<file path="src/swc_pkg.sv">
package swc_pkg;
	// Register byte offsets
	localparam logic [7:0] CTRL_OFS = 8'h00;
	localparam logic [7:0] WKEN_OFS = 8'h04;
	localparam logic [7:0] STATUS_OFS = 8'h08;
	localparam logic [7:0] IRQ_STAT_OFS = 8'h0C;
	localparam logic [7:0] IRQ_CLR_OFS = 8'h10;
	localparam logic [7:0] IRQ_EN_OFS = 8'h14;
	// Control register fields
	localparam int CTRL_STANDBY_BIT = 0;
	localparam int CTRL_STOP_BIT = 1;
	localparam int CTRL_RUNPD_BIT = 2;
	localparam int CTRL_LPSEL_BIT = 3;
	localparam int CTRL_CLRWUF_BIT = 4;
	// Status register fields
	localparam int ST_WUF_BIT = 0;
	localparam int ST_STANDBY_BIT = 1;
	localparam int ST_STOP_BIT = 2;
	localparam int ST_FLASH_ON_BIT = 3;
	localparam int ST_REG_LP_BIT = 4;
	// Interrupt events
	localparam int IRQ_WUF_BIT = 0;
	localparam int IRQ_STOP_EXIT_BIT = 1;
	localparam int IRQ_STBY_EXIT_BIT = 2;
	localparam int IRQ_W = 3;
	// Reset values
	localparam logic [31:0] CTRL_RST = 32'h0000_0000;
	localparam logic [31:0] WKEN_RST = 32'h0000_0000;
	localparam logic [IRQ_W-1:0] IRQ_EN_RST = 3'h0;
	typedef enum logic [1:0] {
		SWC_RUN,
		SWC_STOP,
		SWC_STANDBY,
		SWC_WAKE_RESET
	} swc_state_t;
endpackage

</file>
<file path="src/swc_top.sv">
// Register access over APB and the register addresses were decided locally.
`timescale 1ns/100ps
// How it works
// - Enabled wakeup sources are ORed into one rising-edge detector that sets the wakeup flag.
// - Standby entered with the wakeup flag still set is left at once.
// - Writing one to the clear-wakeup-flag bit clears the wakeup flag.
// - A source held high through the clear gives no new edge, so later events stay unseen.
// - A source still high at standby entry does not wake the device unless its edge already set the wakeup flag.
// - With flash power-down-in-run set at stop entry, flash is powered back on at stop exit.
// - Regulator goes low-power in stop when the select bit is 1, else stays in main mode.
module swc_top #(
	parameter int NUM_SRC = 3
) (
	input wire logic pclk,
	input wire logic presetn,
	input wire logic psel,
	input wire logic penable,
	input wire logic pwrite,
	input wire logic [7:0] paddr,
	input wire logic [31:0] pwdata,
	output logic [31:0] prdata,
	output logic pready,
	output logic pslverr,
	input wire logic [NUM_SRC-1:0] wakeup_src,
	input wire logic external_event_line,
	output logic power_reset_req,
	output logic flash_power_on,
	output logic regulator_lowpower,
	output logic standby_active,
	output logic stop_active,
	output logic irq
);
	// Local alias so vector widths below stay short
	localparam int IRQ_W_L = swc_pkg::IRQ_W;

	logic [NUM_SRC-1:0] src_meta_q;
	logic [NUM_SRC-1:0] src_sync_q;
	logic evt_meta_q;
	logic evt_sync_q;
	logic or_prev_q;
	logic wake_or;
	logic wake_edge;
	logic wakeup_flag_q;
	logic [31:0] ctrl_q;
	logic [NUM_SRC-1:0] wken_q;
	logic [IRQ_W_L-1:0] irq_stat_q;
	logic [IRQ_W_L-1:0] irq_en_q;
	logic [IRQ_W_L-1:0] irq_evt;
	logic flash_on_q;
	logic power_reset_q;
	logic [31:0] prdata_q;
	logic pslverr_q;
	logic wr_en;
	logic addr_ok;
	logic clear_wakeup_flag;
	logic standby_go;
	logic stop_go;
	swc_pkg::swc_state_t state_q;
	swc_pkg::swc_state_t state_d;
	logic standby_q;
	logic stop_q;
	logic reg_lp_q;
	logic lpsel_d;

	function automatic logic is_mapped(input logic [7:0] a);
		is_mapped = (a == swc_pkg::CTRL_OFS) || (a == swc_pkg::WKEN_OFS) ||
			(a == swc_pkg::STATUS_OFS) || (a == swc_pkg::IRQ_STAT_OFS) ||
			(a == swc_pkg::IRQ_CLR_OFS) || (a == swc_pkg::IRQ_EN_OFS);
	endfunction

	function automatic logic wr_hit(input logic en, input logic [7:0] a,
		input logic [7:0] ofs);
		wr_hit = en && (a == ofs);
	endfunction

	// Zero wait states; every access finishes in its first access cycle
	assign pready = 1'b1;
	assign prdata = prdata_q;
	assign pslverr = pslverr_q & psel & penable;
	assign addr_ok = is_mapped(paddr);
	assign wr_en = psel & penable & pwrite & addr_ok;

	// Pins are asynchronous to pclk
	always_ff @(posedge pclk or negedge presetn) begin
		if (!presetn) begin
			src_meta_q <= '0;
			src_sync_q <= '0;
			evt_meta_q <= 1'b0;
			evt_sync_q <= 1'b0;
		end else begin
			src_meta_q <= wakeup_src;
			src_sync_q <= src_meta_q;
			evt_meta_q <= external_event_line;
			evt_sync_q <= evt_meta_q;
		end
	end

	// One shared detector; a level held high hides other sources
	assign wake_or = |(src_sync_q & wken_q);
	assign wake_edge = wake_or & ~or_prev_q;

	always_ff @(posedge pclk or negedge presetn) begin
		if (!presetn) begin
			or_prev_q <= 1'b0;
		end else begin
			or_prev_q <= wake_or;
		end
	end

	assign clear_wakeup_flag = wr_hit(wr_en, paddr, swc_pkg::CTRL_OFS) &
		pwdata[swc_pkg::CTRL_CLRWUF_BIT];

	// Set wins over a clear in the same cycle
	always_ff @(posedge pclk or negedge presetn) begin
		if (!presetn) begin
			wakeup_flag_q <= 1'b0;
		end else if (wake_edge) begin
			wakeup_flag_q <= 1'b1;
		end else if (clear_wakeup_flag) begin
			wakeup_flag_q <= 1'b0;
		end else begin
			wakeup_flag_q <= wakeup_flag_q;
		end
	end

	// Entry requests are one-shot command bits
	assign standby_go = wr_hit(wr_en, paddr, swc_pkg::CTRL_OFS) &
		pwdata[swc_pkg::CTRL_STANDBY_BIT];
	assign stop_go = wr_hit(wr_en, paddr, swc_pkg::CTRL_OFS) &
		pwdata[swc_pkg::CTRL_STOP_BIT] & ~pwdata[swc_pkg::CTRL_STANDBY_BIT];

	// Command bits are not stored; only the two mode bits read back
	always_ff @(posedge pclk or negedge presetn) begin
		if (!presetn) begin
			ctrl_q <= swc_pkg::CTRL_RST;
		end else if (wr_hit(wr_en, paddr, swc_pkg::CTRL_OFS)) begin
			ctrl_q <= '0;
			ctrl_q[swc_pkg::CTRL_RUNPD_BIT] <= pwdata[swc_pkg::CTRL_RUNPD_BIT];
			ctrl_q[swc_pkg::CTRL_LPSEL_BIT] <= pwdata[swc_pkg::CTRL_LPSEL_BIT];
		end
	end

	// Enables gate the sources ahead of the shared detector
	always_ff @(posedge pclk or negedge presetn) begin
		if (!presetn) begin
			wken_q <= swc_pkg::WKEN_RST[NUM_SRC-1:0];
		end else if (wr_hit(wr_en, paddr, swc_pkg::WKEN_OFS)) begin
			wken_q <= pwdata[NUM_SRC-1:0];
		end
	end

	always_comb begin
		state_d = state_q;
		case (state_q)
			swc_pkg::SWC_RUN: begin
				if (standby_go) begin
					state_d = swc_pkg::SWC_STANDBY;
				end else if (stop_go) begin
					state_d = swc_pkg::SWC_STOP;
				end
			end
			swc_pkg::SWC_STOP: begin
				// Sticky flag is ignored here; only a live event or edge wakes
				if (evt_sync_q || wake_edge) begin
					state_d = swc_pkg::SWC_RUN;
				end
			end
			swc_pkg::SWC_STANDBY: begin
				// Stale flag or fresh edge both end standby
				if (wakeup_flag_q || wake_edge) begin
					state_d = swc_pkg::SWC_WAKE_RESET;
				end
			end
			swc_pkg::SWC_WAKE_RESET: begin
				state_d = swc_pkg::SWC_RUN;
			end
			default: begin
				state_d = swc_pkg::SWC_RUN;
			end
		endcase
	end

	always_ff @(posedge pclk or negedge presetn) begin
		if (!presetn) begin
			state_q <= swc_pkg::SWC_RUN;
		end else begin
			state_q <= state_d;
		end
	end

	// Standby exit always goes through a power reset
	always_ff @(posedge pclk or negedge presetn) begin
		if (!presetn) begin
			power_reset_q <= 1'b0;
		end else begin
			power_reset_q <= (state_q == swc_pkg::SWC_STANDBY) &&
				(state_d == swc_pkg::SWC_WAKE_RESET);
		end
	end

	// Flash stays on through run; only stop entry may drop it
	always_ff @(posedge pclk or negedge presetn) begin
		if (!presetn) begin
			flash_on_q <= 1'b1;
		end else if (state_q == swc_pkg::SWC_RUN && state_d == swc_pkg::SWC_STOP &&
			ctrl_q[swc_pkg::CTRL_RUNPD_BIT]) begin
			flash_on_q <= 1'b0;
		end else if (state_q == swc_pkg::SWC_STOP && state_d == swc_pkg::SWC_RUN) begin
			flash_on_q <= 1'b1;
		end
	end

	// Select bit as it stands after this edge, so a stop command
	// written together with the select takes effect at entry
	assign lpsel_d = wr_hit(wr_en, paddr, swc_pkg::CTRL_OFS) ?
		pwdata[swc_pkg::CTRL_LPSEL_BIT] : ctrl_q[swc_pkg::CTRL_LPSEL_BIT];

	// Power controls leave flops; a state decode could glitch the pins
	always_ff @(posedge pclk or negedge presetn) begin
		if (!presetn) begin
			standby_q <= 1'b0;
			stop_q <= 1'b0;
			reg_lp_q <= 1'b0;
		end else begin
			standby_q <= (state_d == swc_pkg::SWC_STANDBY);
			stop_q <= (state_d == swc_pkg::SWC_STOP);
			reg_lp_q <= (state_d == swc_pkg::SWC_STOP) && lpsel_d;
		end
	end

	assign power_reset_req = power_reset_q;
	assign flash_power_on = flash_on_q;
	assign regulator_lowpower = reg_lp_q;
	assign standby_active = standby_q;
	assign stop_active = stop_q;

	always_comb begin
		irq_evt = '0;
		irq_evt[swc_pkg::IRQ_WUF_BIT] = wake_edge;
		irq_evt[swc_pkg::IRQ_STOP_EXIT_BIT] = (state_q == swc_pkg::SWC_STOP) &&
			(state_d == swc_pkg::SWC_RUN);
		irq_evt[swc_pkg::IRQ_STBY_EXIT_BIT] = power_reset_q;
	end

	// Events win over a clear landing in the same cycle
	always_ff @(posedge pclk or negedge presetn) begin
		if (!presetn) begin
			irq_stat_q <= '0;
		end else if (wr_hit(wr_en, paddr, swc_pkg::IRQ_CLR_OFS)) begin
			irq_stat_q <= (irq_stat_q & ~pwdata[IRQ_W_L-1:0]) | irq_evt;
		end else begin
			irq_stat_q <= irq_stat_q | irq_evt;
		end
	end

	always_ff @(posedge pclk or negedge presetn) begin
		if (!presetn) begin
			irq_en_q <= swc_pkg::IRQ_EN_RST;
		end else if (wr_hit(wr_en, paddr, swc_pkg::IRQ_EN_OFS)) begin
			irq_en_q <= pwdata[IRQ_W_L-1:0];
		end
	end

	// Level output; falls as soon as software clears or masks
	assign irq = |(irq_stat_q & irq_en_q);

	// Read data captured in setup, stable through access
	always_ff @(posedge pclk or negedge presetn) begin
		if (!presetn) begin
			prdata_q <= '0;
			pslverr_q <= 1'b0;
		end else if (psel && !penable) begin
			prdata_q <= '0;
			pslverr_q <= ~addr_ok;
			if (!pwrite) begin
				case (paddr)
					swc_pkg::CTRL_OFS: begin
						prdata_q <= ctrl_q;
					end
					swc_pkg::WKEN_OFS: begin
						prdata_q[NUM_SRC-1:0] <= wken_q;
					end
					swc_pkg::STATUS_OFS: begin
						prdata_q[swc_pkg::ST_WUF_BIT] <= wakeup_flag_q;
						prdata_q[swc_pkg::ST_STANDBY_BIT] <= standby_active;
						prdata_q[swc_pkg::ST_STOP_BIT] <= stop_active;
						prdata_q[swc_pkg::ST_FLASH_ON_BIT] <= flash_on_q;
						prdata_q[swc_pkg::ST_REG_LP_BIT] <= regulator_lowpower;
					end
					swc_pkg::IRQ_STAT_OFS: begin
						prdata_q[IRQ_W_L-1:0] <= irq_stat_q;
					end
					swc_pkg::IRQ_EN_OFS: begin
						prdata_q[IRQ_W_L-1:0] <= irq_en_q;
					end
					default: begin
						prdata_q <= '0;
					end
				endcase
			end
		end
	end
endmodule // swc_top

</file>
<file path="config.mk">
export PLATFORM = sky130hd
export DESIGN_NAME = swc_top
export DESIGN_NICKNAME = d
export VERILOG_FILES = /design/src/swc_pkg.sv /design/src/swc_top.sv
export SDC_FILE = /design/constraint.sdc
export NUM_CORES = 1
export LEC_CHECK = 0
export BUFFER_PORTS_ARGS = -buffer_cell sky130_fd_sc_hd__buf_2
export CAP_MARGIN = 15
export CORE_MARGIN = 1
export CORE_UTILIZATION = 48
export DETAILED_ROUTE_END_ITERATION = 7
export GPL_TIMING_DRIVEN = 0
export PLACE_DENSITY_LB_ADDON = 0.3
export SLEW_MARGIN = 20
export SYNTH_ARGS = -nofsm -noshare
export SYNTH_HDL_FRONTEND = slang
export SYNTH_SLANG_ARGS = --single-unit
</file>
<file path="constraint.sdc">
create_clock -name pclk -period 2.22 [get_ports pclk]
set_input_delay 0.333 -clock pclk [delete_from_list [all_inputs] [get_ports pclk]]
set_output_delay 0.333 -clock pclk [all_outputs]
set_load 0.005 [all_outputs]
</file>
==> results of run 1 <==
per-layer routing:
| metal | vias up | GRT usage [%] |
|---|---|---|
| met3 | 6 | 6.51 |
| met5 | - | 0 |
| met2 | 48 | 29.0 |
| met1 | 564 | 22.0 |
| li1 | 616 | - |
| met4 | 0 | 6.67 |
where the power goes:
part | switching [mW] | internal, mW | leakage [nW] | total [mW]
logic | 0.0738 | 0.0792 | 0.669 | 0.153
registers | 0.0250 | 0.653 | 0.438 | 0.678
clock network | 0.212 | 0.152 | 0.0343 | 0.364
state kept, by name, indices dropped and copies added (netlist names), 2 cells and up:
| name | flops |
|---|---|
| wken_q | 3 |
| state_q | 2 |
| irq_stat_q | 3 |
| src_meta_q | 3 |
| ctrl_q | 2 |
| irq_en_q | 3 |
| src_sync_q | 3 |
| prdata | 5 |
area by class of cell:
type / instances / area, um^2 / area share [%]
Buffer: 31 / 221 / 10.6
Tap cell: 46 / 57.6 / 2.76
Inverter: 5 / 18.8 / 0.900
Timing Repair Buffer: 33 / 165 / 7.92
Sequential cell: 34 / 852 / 40.9
Clock inverter: 2 / 12.5 / 0.600
Clock buffer: 6 / 51.3 / 2.46
Multi-Input combinational cell: 109 / 706 / 33.9
layout by cell type, fill, tap and decap left out, types with 3 or more instances in the layout:
cell / count
a21o_1: 5
buf_2: 33
buf_4: 28
clkbuf_4: 5
conb_1: 28
dfrtp_1: 33
inv_1: 5
mux2_2: 6
mux2i_1: 4
nand2_1: 11
nand2b_1: 4
nand3_1: 4
nand3b_1: 3
nor2_1: 4
nor3_1: 3
o21ai_0: 8
stage by stage:
stage	hold WS [ns]	cell area [um^2]	total power [mW]
2_1_floorplan	0.0374	1800	0.782
3_3_place_gp	0.331	2020	0.840
3_5_place_dp	0.336	2020	0.843
4_1_cts	0.0545	2080	1.21
5_1_grt	0.0547	2080	1.26
6_report	0.0207	2080	1.20
kinds of logic (layout without fill, tap and decap cells):
| kind of cell | count (synthesis) | after routing | synth area share, % |
|---|---|---|---|
| multiplexers | 11 | 11 | 7.65 |
| other | 2 | 28 | 0.442 |
| AND/OR/NAND/NOR | 43 | 43 | 16.6 |
| AO/OA/AOI/OAI | 27 | 27 | 11.0 |
| buffers and inverters | 36 | 77 | 14.1 |
| flip-flops | 34 | 34 | 50.1 |
worst paths after layout:
| kind | from | endpoint | slack, ns | cells after the start |
|---|---|---|---|---|
| hold / removal | presetn | prdata[0]$_DFFE_PN0P_ | 0.02 | 1 |
| min in group pclk | external_event_line | evt_meta_q$_DFF_PN0_ | 0.09 | 1 |
| max in group asynchronous | presetn | src_meta_q[1]$_DFF_PN0_ | 1.73 | 1 |
| hold reg to reg | src_meta_q[0]$_DFF_PN0_ | src_sync_q[0]$_DFF_PN0_ | 0.36 | 0 |
| setup / recovery | wken_q[0]$_DFFE_PN0P_ | standby_active$_DFF_PN0_ | 0.41 | 4 |
| setup reg to reg | wken_q[0]$_DFFE_PN0P_ | standby_active$_DFF_PN0_ | 0.41 | 4 |
critical path, cell delays in order, from the launching register on:
cell and delay [ns]:
dfrtp_1 0.40, a222oi_1 0.63, nor2_1 0.21, o21a_1 0.24
and4b_1 0.25
==> results.cfg, run 1 <==
[outcome]
outcome = finished, final reports clean

[setup_path]
worstSetupPathType = flop to flop
cp.arrival_ns = 2.09
end_kind = flop
crit_fanout = 4
crit_required_ns = 2.50
cp-start-kind = flop

[clock_network]
clkSinkCount = 34
root_buffer = clkbuf_4
clkTransAtPathRegs_ns = 0.11
cts-resized-gates = 0
clockBufferDepth = 2
clk_latency_ns = 0.35
post_cts_buffers = 0
numCtsBuffers = 5
cts_tree = yes
htree_levels = 2
hold_buffers = 0

[yosys]
synthTopCellsByArea = dfrtp_1 (49%), buf_4 (12%), mux2_2 (4.0%), nor4_4 (2.5%), nand2_1 (2.4%)
syn_inst = 153
ys_warn_count = 0
seq_area_frac_synth_pct = 50.1
synth_ff_type = dfrtp_1
synth_cell_types = 40
async_flop_share_pct = 100
synth_area_um2 = 1700
yosysTopAreaCellShare_pct = 48.6
synthMostInstantiatedCell = dfrtp_1
synth_edf_count = 0
syn_avg_cell_area_um2 = 11.1
synth_seq_cells = 34
yosys-top-cells-count = dfrtp_1 (33), buf_4 (28), nand2_1 (11), o21ai_0 (8), mux2_2 (6)
yosysTopAreaCell = dfrtp_1

[drt]
routed_wirelength_um = 3110
firstDrtPassIters = 4
wl_met1_um = 1340
drc = 0
vias = 1234
postRouteAntennaNets = 0
wl_met2_um = 1480
first_iter_violations = 26
vias_per_cell = 4.64
top_layer = met4
post_drt_wl_per_cell_um = 11.7
wl_met3_um = 249

[sta]
min_period_over_period_pct = 81.5
finalHoldViolCount = 0
fin_ws_ns = 0.411
setup_violations = 0
fin_skew_ns = 0.0108
fin_setup_tns_ns = 0
fmax_ghz = 0.553
rsz0062_at_grt = no
worst_pin_slew_ns = 0.717
slew_headroom_pct = 52.2
min_period_ns = 1.81
final_max_slew_viol_count = 0

[global_routing]
grt_max_degree = 35
antenna_found_initial = 0
grtUsageTotal_pct = 17.9
grt_pass1_wl_um = 4700
grt_pass1_vias = 1050
overflow = 0

[layout]
layout.nets = 268
fillers = 304
fin_util_pct = 62.0
final_cells = 266
n_antenna_cell = 0
layout-drive-gt1-share_pct = 37.7
syn2layout_area_growth_pct = 22.6

[floorplanning]
die_w_um = 61.5
fp.coreArea_um2 = 3360
num_rows = 21
initial_core_util_pct = 50.6
fp.dieH_um = 61.5
die_area_um2 = 3780
ios = 89

[power]
peakVddDrop_mv = 0.309
powerDensity_nw_per_um2 = 573
p_leak_nw = 1.14

[placement]
portBuffers = 33
gp_congestion = 0.778
hpwlAfterDp_um = 2400
place_inst = 258
pre_cts_slack_ns = 0.288

[worst_hold_path]
hold_class = input port to async pin

[run]
maxCapViolCount = 0
(Power assumes the default switching activity.)
==> run 2: changes to the inputs <==
--- a/config.mk
+++ b/config.mk
@@ -8,7 +8,7 @@
 export BUFFER_PORTS_ARGS = -buffer_cell sky130_fd_sc_hd__buf_2
 export CAP_MARGIN = 15
 export CORE_MARGIN = 1
-export CORE_UTILIZATION = 48
+export CORE_UTILIZATION = 40
 export DETAILED_ROUTE_END_ITERATION = 7
 export GPL_TIMING_DRIVEN = 0
 export PLACE_DENSITY_LB_ADDON = 0.3
==> constraint.sdc (replaced) <==
create_clock -name pclk -period 1.5 [get_ports pclk]
set_input_delay 0.225 -clock pclk [delete_from_list [all_inputs] [get_ports pclk]]
set_output_delay 0.225 -clock pclk [all_outputs]
set_load 0.005 [all_outputs]
==> results.cfg, run 2 (same netlist as run 1, synthesis figures left out) <==
[outcome]
outcome = complete, but fails checks
failed_checks = negative hold slack, negative setup slack

[clock_network]
root_buffer = clkbuf_8
clk_latency_ns = 0.29
clkSinkCount = 34
clkTransAtPathRegs_ns = 0.08
cts_tree = yes
clockBufferDepth = 2
numCtsBuffers = 5
htree_levels = 2

[layout]
layout_common_cells = buf_4 (36), dfrtp_1 (33), buf_2 (32), conb_1 (28), nand2_1 (11)
largest_register_ffs = 5
syn2layout_area_growth_pct = 32.0
layout.nets = 276
fillers = 364
final_cells = 278
n_antenna_cell = 0
final_common_cell = buf_4
finish.instance_area_um2 = 2240
layout-drive-gt1-share_pct = 40.4

[floorplanning]
fp.dieH_um = 67.2
die_area_um2 = 4520
num_rows = 23
fp.coreArea_um2 = 4030
ios = 89
initial_core_util_pct = 42.2
die_w_um = 67.2

[sta]
rsz0062_at_grt = yes
min_period_ns = 1.52
setup_violations = 1
final_max_slew_viol_count = 0
fin_skew_ns = 0.00849
finalHoldViolCount = 22
timing.hold.ws_ns = -0.0109
worst_pin_slew_ns = 0.727
fmax_ghz = 0.659
slew_headroom_pct = 51.5
fin_ws_ns = -0.0164
min_period_over_period_pct = 101

[setup_path]
r2r-start = wken_q[0]$_DFFE_PN0P_
critical_path.slowest_cell = or4b_4
cp.arrival_ns = 1.70
r2r_cells = 5
crit_fanout = 4
path_cells = buf_6 -> or4b_4 -> nor4_4 -> mux2_2
cp-start-kind = input port
reg2reg_slack_ns = 0.05
cp.buffers_inverters = 1
path_delay_family = simple AND/OR/NAND/NOR gates
r2r-end = standby_active$_DFF_PN0_
crit_required_ns = 1.68
end_kind = flop
max_stage_delay_ns = 0.58
worstSetupPathType = input port to flop

[global_routing]
grt_pass1_wl_um = 5380
grt_pass1_vias = 1197
grtUsageTotal_pct = 16.3
antenna_found_initial = 0
grt_max_degree = 35
overflow = 0

[power]
powerDensity_nw_per_um2 = 1000
p_leak_nw = 1.22
peakVddDrop_mv = 0.629

[placement]
gp_congestion = 0.750
dpl_cell_area_um2 = 2030
pre_cts_slack_ns = -0.336
place_inst = 262
portBuffers = 33
hpwlAfterDp_um = 2480

[drt]
post_drt_wl_per_cell_um = 11.8
postRouteAntennaNets = 0
drc = 0
first_iter_violations = 71
firstDrtPassIters = 4
vias_per_cell = 4.62
vias = 1285
routed_wirelength_um = 3280

[worst_hold_path]
hold_class = input port to async pin

[run]
maxCapViolCount = 0
-- run 2: how the worst max path moves through the flow --
stage,start,to,cells after the start
CTS,irq_stat_q[2]$_DFF_PN0_,irq,3
global placement,paddr[7],standby_active$_DFF_PN0_,5
floorplan,paddr[7],wken_q[0]$_DFFE_PN0P_,3
finish,paddr[0],wken_q[0]$_DFFE_PN0P_,4
detailed placement,paddr[7],standby_active$_DFF_PN0_,5
global route,irq_en_q[2]$_DFFE_PN0P_,irq,3
-- run 2: worst reg2reg max path: stages, from the launching register on --
cell and delay [ns]:
dfrtp_1 0.39, a222oi_1 0.31, buf_4 0.19, nor2_4 0.04
o21a_1 0.20, and4b_1 0.25
-- run 2: stage by stage --
step | util [%] | hold slack [ns] | setup TNS, ns | total power [mW]
after CTS | 54.3 | 0.0144 | 0 | 2.26
after detailed placement | 50.3 | 0.330 | -4.30 | 1.25
after floorplan | - | -0.0706 | -0.236 | 1.16
after global routing | 55.7 | 0.0204 | -0.227 | 2.35
after global placement | 50.3 | 0.331 | -4.04 | 1.24
final | 55.7 | -0.0109 | -0.0164 | 2.26
-- run 2: final cells by class --
| cell class | instances | area, um^2 | area share, % |
|---|---|---|---|
| buffer | 31 | 221 | 9.87 |
| clock inverter | 3 | 68.8 | 3.07 |
| clock buffer | 5 | 68.8 | 3.07 |
| tap | 50 | 62.6 | 2.79 |
| multi-input combinational | 109 | 721 | 32.1 |
| sequential | 34 | 852 | 38.0 |
| inverter | 5 | 18.8 | 0.836 |
| timing repair buffer | 41 | 231 | 10.3 |
-- run 2: per-layer routing --
metal	vias up	track usage, %	wire length [um]
met1	593	20.5	1470
li1	628	-	-
met4	0	7.18	45
met5	-	0	0
met3	7	4.22	277
met2	57	26.1	1480
-- run 2: repair_timing --
item,in CTS,in global routing
gates resized for setup,0,5
hold buffers,0,0
pin swaps,3,4
setup buffers,3,5
endpoints found under the hold margin,0,0
endpoints found under the setup margin,10,7
-- run 2: where the power goes --
group          switching (mW)  leakage, nW  internal, mW
Sequential             0.0375        0.438         0.966
Clock                   0.349       0.0683         0.666
Combinational           0.112        0.713         0.125
Total                   0.499         1.22          1.76
==> run 3: changes to the inputs <==
--- a/config.mk
+++ b/config.mk
@@ -10,7 +10,7 @@
 export CORE_MARGIN = 1
 export CORE_UTILIZATION = 40
 export DETAILED_ROUTE_END_ITERATION = 7
-export GPL_TIMING_DRIVEN = 0
+export GPL_TIMING_DRIVEN = 1
 export PLACE_DENSITY_LB_ADDON = 0.3
 export SLEW_MARGIN = 20
 export SYNTH_ARGS = -nofsm -noshare
==> results.cfg, run 3 (same netlist as run 1, synthesis figures left out) <==
[setup_path]
r2r-end = standby_active$_DFF_PN0_
endpoint = standby_active$_DFF_PN0_
crit_start = wken_q[0]$_DFFE_PN0P_
path_delay_family = compound AO/OA/AOI/OAI gates
worstSetupPathType = flop to flop
cp.buffers_inverters = 1
r2r-start = wken_q[0]$_DFFE_PN0P_
crit_required_ns = 1.72
cp.arrival_ns = 1.70
cp.depth = 5
reg2reg_slack_ns = 0.02
critical_path.slowest_cell = dfrtp_1
end_kind = flop
crit_fanout = 4
cp-start-kind = flop
path_cells = a222oi_1 -> buf_4 -> nor2_2 -> o21a_1 -> and4b_1
max_stage_delay_ns = 0.40
r2r_cells = 5

[global_routing]
grt_pass1_vias = 1176
grt_max_degree = 35
grt_pass1_wl_um = 5460
grtUsageTotal_pct = 16.6
overflow = 0
antenna_found_initial = 0

[layout]
layout.nets = 253
finish.instance_area_um2 = 2020
syn2layout_area_growth_pct = 18.8
largest_register_ffs = 5
layout_common_cells = dfrtp_1 (33), buf_2 (33), conb_1 (28), buf_4 (15), nand2_1 (11)
n_antenna_cell = 0
layout-drive-gt1-share_pct = 34.1

[drt]
first_iter_violations = 39
routed_wirelength_um = 3400
firstDrtPassIters = 4
post_drt_wl_per_cell_um = 13.3
postRouteAntennaNets = 0
drc = 0
vias = 1237
vias_per_cell = 4.85

[sta]
fmax_ghz = 0.674
slew_headroom_pct = 65.0
fin_setup_tns_ns = 0
fin_skew_ns = 0.00709
finalHoldViolCount = 0
rsz0062_at_grt = yes
worst_pin_slew_ns = 0.517
setup_violations = 0
min_period_over_period_pct = 99.0
final_max_slew_viol_count = 0
min_period_ns = 1.48

[outcome]
outcome = finished, final reports clean

[power]
pwr-share-clk_pct = 36.4
p_seq_share_pct = 53.3
peakVddDrop_mv = 0.611
netSwitchingFraction_pct = 24.3
power.internal_mw = 1.42
p_comb_share_pct = 10.3
p_leak_nw = 1.08
powerDensity_nw_per_um2 = 931
p_switching_uw = 457
total_power_mw = 1.88

[run]
maxCapViolCount = 0

[worst_hold_path]
hold_class = input port to flop

[clock_network]
root_buffer = clkbuf_8
clkTransAtPathRegs_ns = 0.07
clkSinkCount = 34
clk_latency_ns = 0.28
htree_levels = 2
cts_tree = yes
numCtsBuffers = 5
clockBufferDepth = 2

[placement]
portBuffers = 33
gp_congestion = 0.838
hpwlAfterDp_um = 2590
dpl_cell_area_um2 = 1900

[floorplanning]
initial_core_util_pct = 42.2
ios = 89
num_rows = 23
fp.dieH_um = 67.2
die_w_um = 67.2
die_area_um2 = 4520
fp.coreArea_um2 = 4030
[run 3: cell types whose count changed in the layout (fill, tap and decap cells not counted)]
cell           before  now
buf_4              36   15
bufinv_16           2    0
mux2_2              4    6
mux2_4              2    0
buf_1               1    0
buf_2              32   33
buf_6               1    0
clkbuf_1            2    1
clkbuf_8            5    6
clkinv_2            0    1
clkinv_4            1    0
dlygate4sd3_1       0    1
nor2_2              0    1
nor2_4              1    0
[run 3: cell type report]
type                            count  area, um^2
Clock buffer                        7        86.3
Clock inverter                      1        5.00
Fill cell                         368        2010
Inverter                            5        18.8
Multi-Input combinational cell    109         708
Sequential cell                    34         852
Tap cell                           50        62.6
Timing Repair Buffer               49         288
[run 3: metrics by stage]
| stage | utilization (%) | worst slack, ns | std cells | hold WS [ns] |
|---|---|---|---|---|
| 6_report | 50.2 | 0.0156 | 255 | 0.0465 |
| 2_1_floorplan | - | -0.0582 | 179 | -0.0706 |
| 3_3_place_gp | 47.2 | -0.221 | 244 | 0.272 |
| 5_1_grt | 50.2 | -0.0561 | 255 | 0.0290 |
| 4_1_cts | 50.1 | 0.00326 | 255 | 0.0363 |
| 3_5_place_dp | 47.2 | -0.259 | 244 | 0.279 |
[run 3: worst min-delay path by stage]
stage,startpoint,end,slack [ns],cells after the start
after CTS,external_event_line,evt_meta_q$_DFF_PN0_,0.04,1
after floorplan,presetn,ctrl_q[2]$_DFFE_PN0N_,-0.07,0
final,external_event_line,evt_meta_q$_DFF_PN0_,0.05,1
after global placement,presetn,prdata[2]$_DFFE_PN0P_,0.27,2
after global routing,wakeup_src[1],src_meta_q[1]$_DFF_PN0_,0.03,1
after detailed placement,presetn,pslverr_q$_DFFE_PN0P_,0.28,2
[run 3: power groups by stage]
stage | Combinational, mW | Clock, mW | Sequential [mW]
floorplan | 0.151 | 0 | 1.01
global placement | 0.181 | 0 | 1.02
detailed placement | 0.186 | 0 | 1.02
CTS | 0.195 | 0.711 | 1.00
global route | 0.222 | 0.759 | 1.01
finish | 0.195 | 0.685 | 1.00
[run 3: worst register-to-register path: cells and delay by family (launching register included)]
family	cells	cell delay, ns
buf+inv	1	0.19
flops	1	0.40
compound gates	2	0.53
simple gates	2	0.30
[run 3: what timing repair did]
action / 4_1_cts / 5_1_grt
resized for setup: 0 / 1
hold buffers: 1 / 0
endpoints found under the hold margin: 33 / 0
pin swaps: 1 / 4
endpoints found under the setup margin: 1 / 5
setup buffers: 2 / 0
[run 3: layer usage]
| metal | part of all wire, % | up-vias | global-route usage (%) |
|---|---|---|---|
| li1 | - | 586 | - |
| met1 | 44 | 600 | 20.0 |
| met2 | 49 | 51 | 28.6 |
| met3 | 6.2 | 0 | 5.57 |
| met4 | 0 | 0 | 3.99 |
| met5 | 0 | - | 0 |
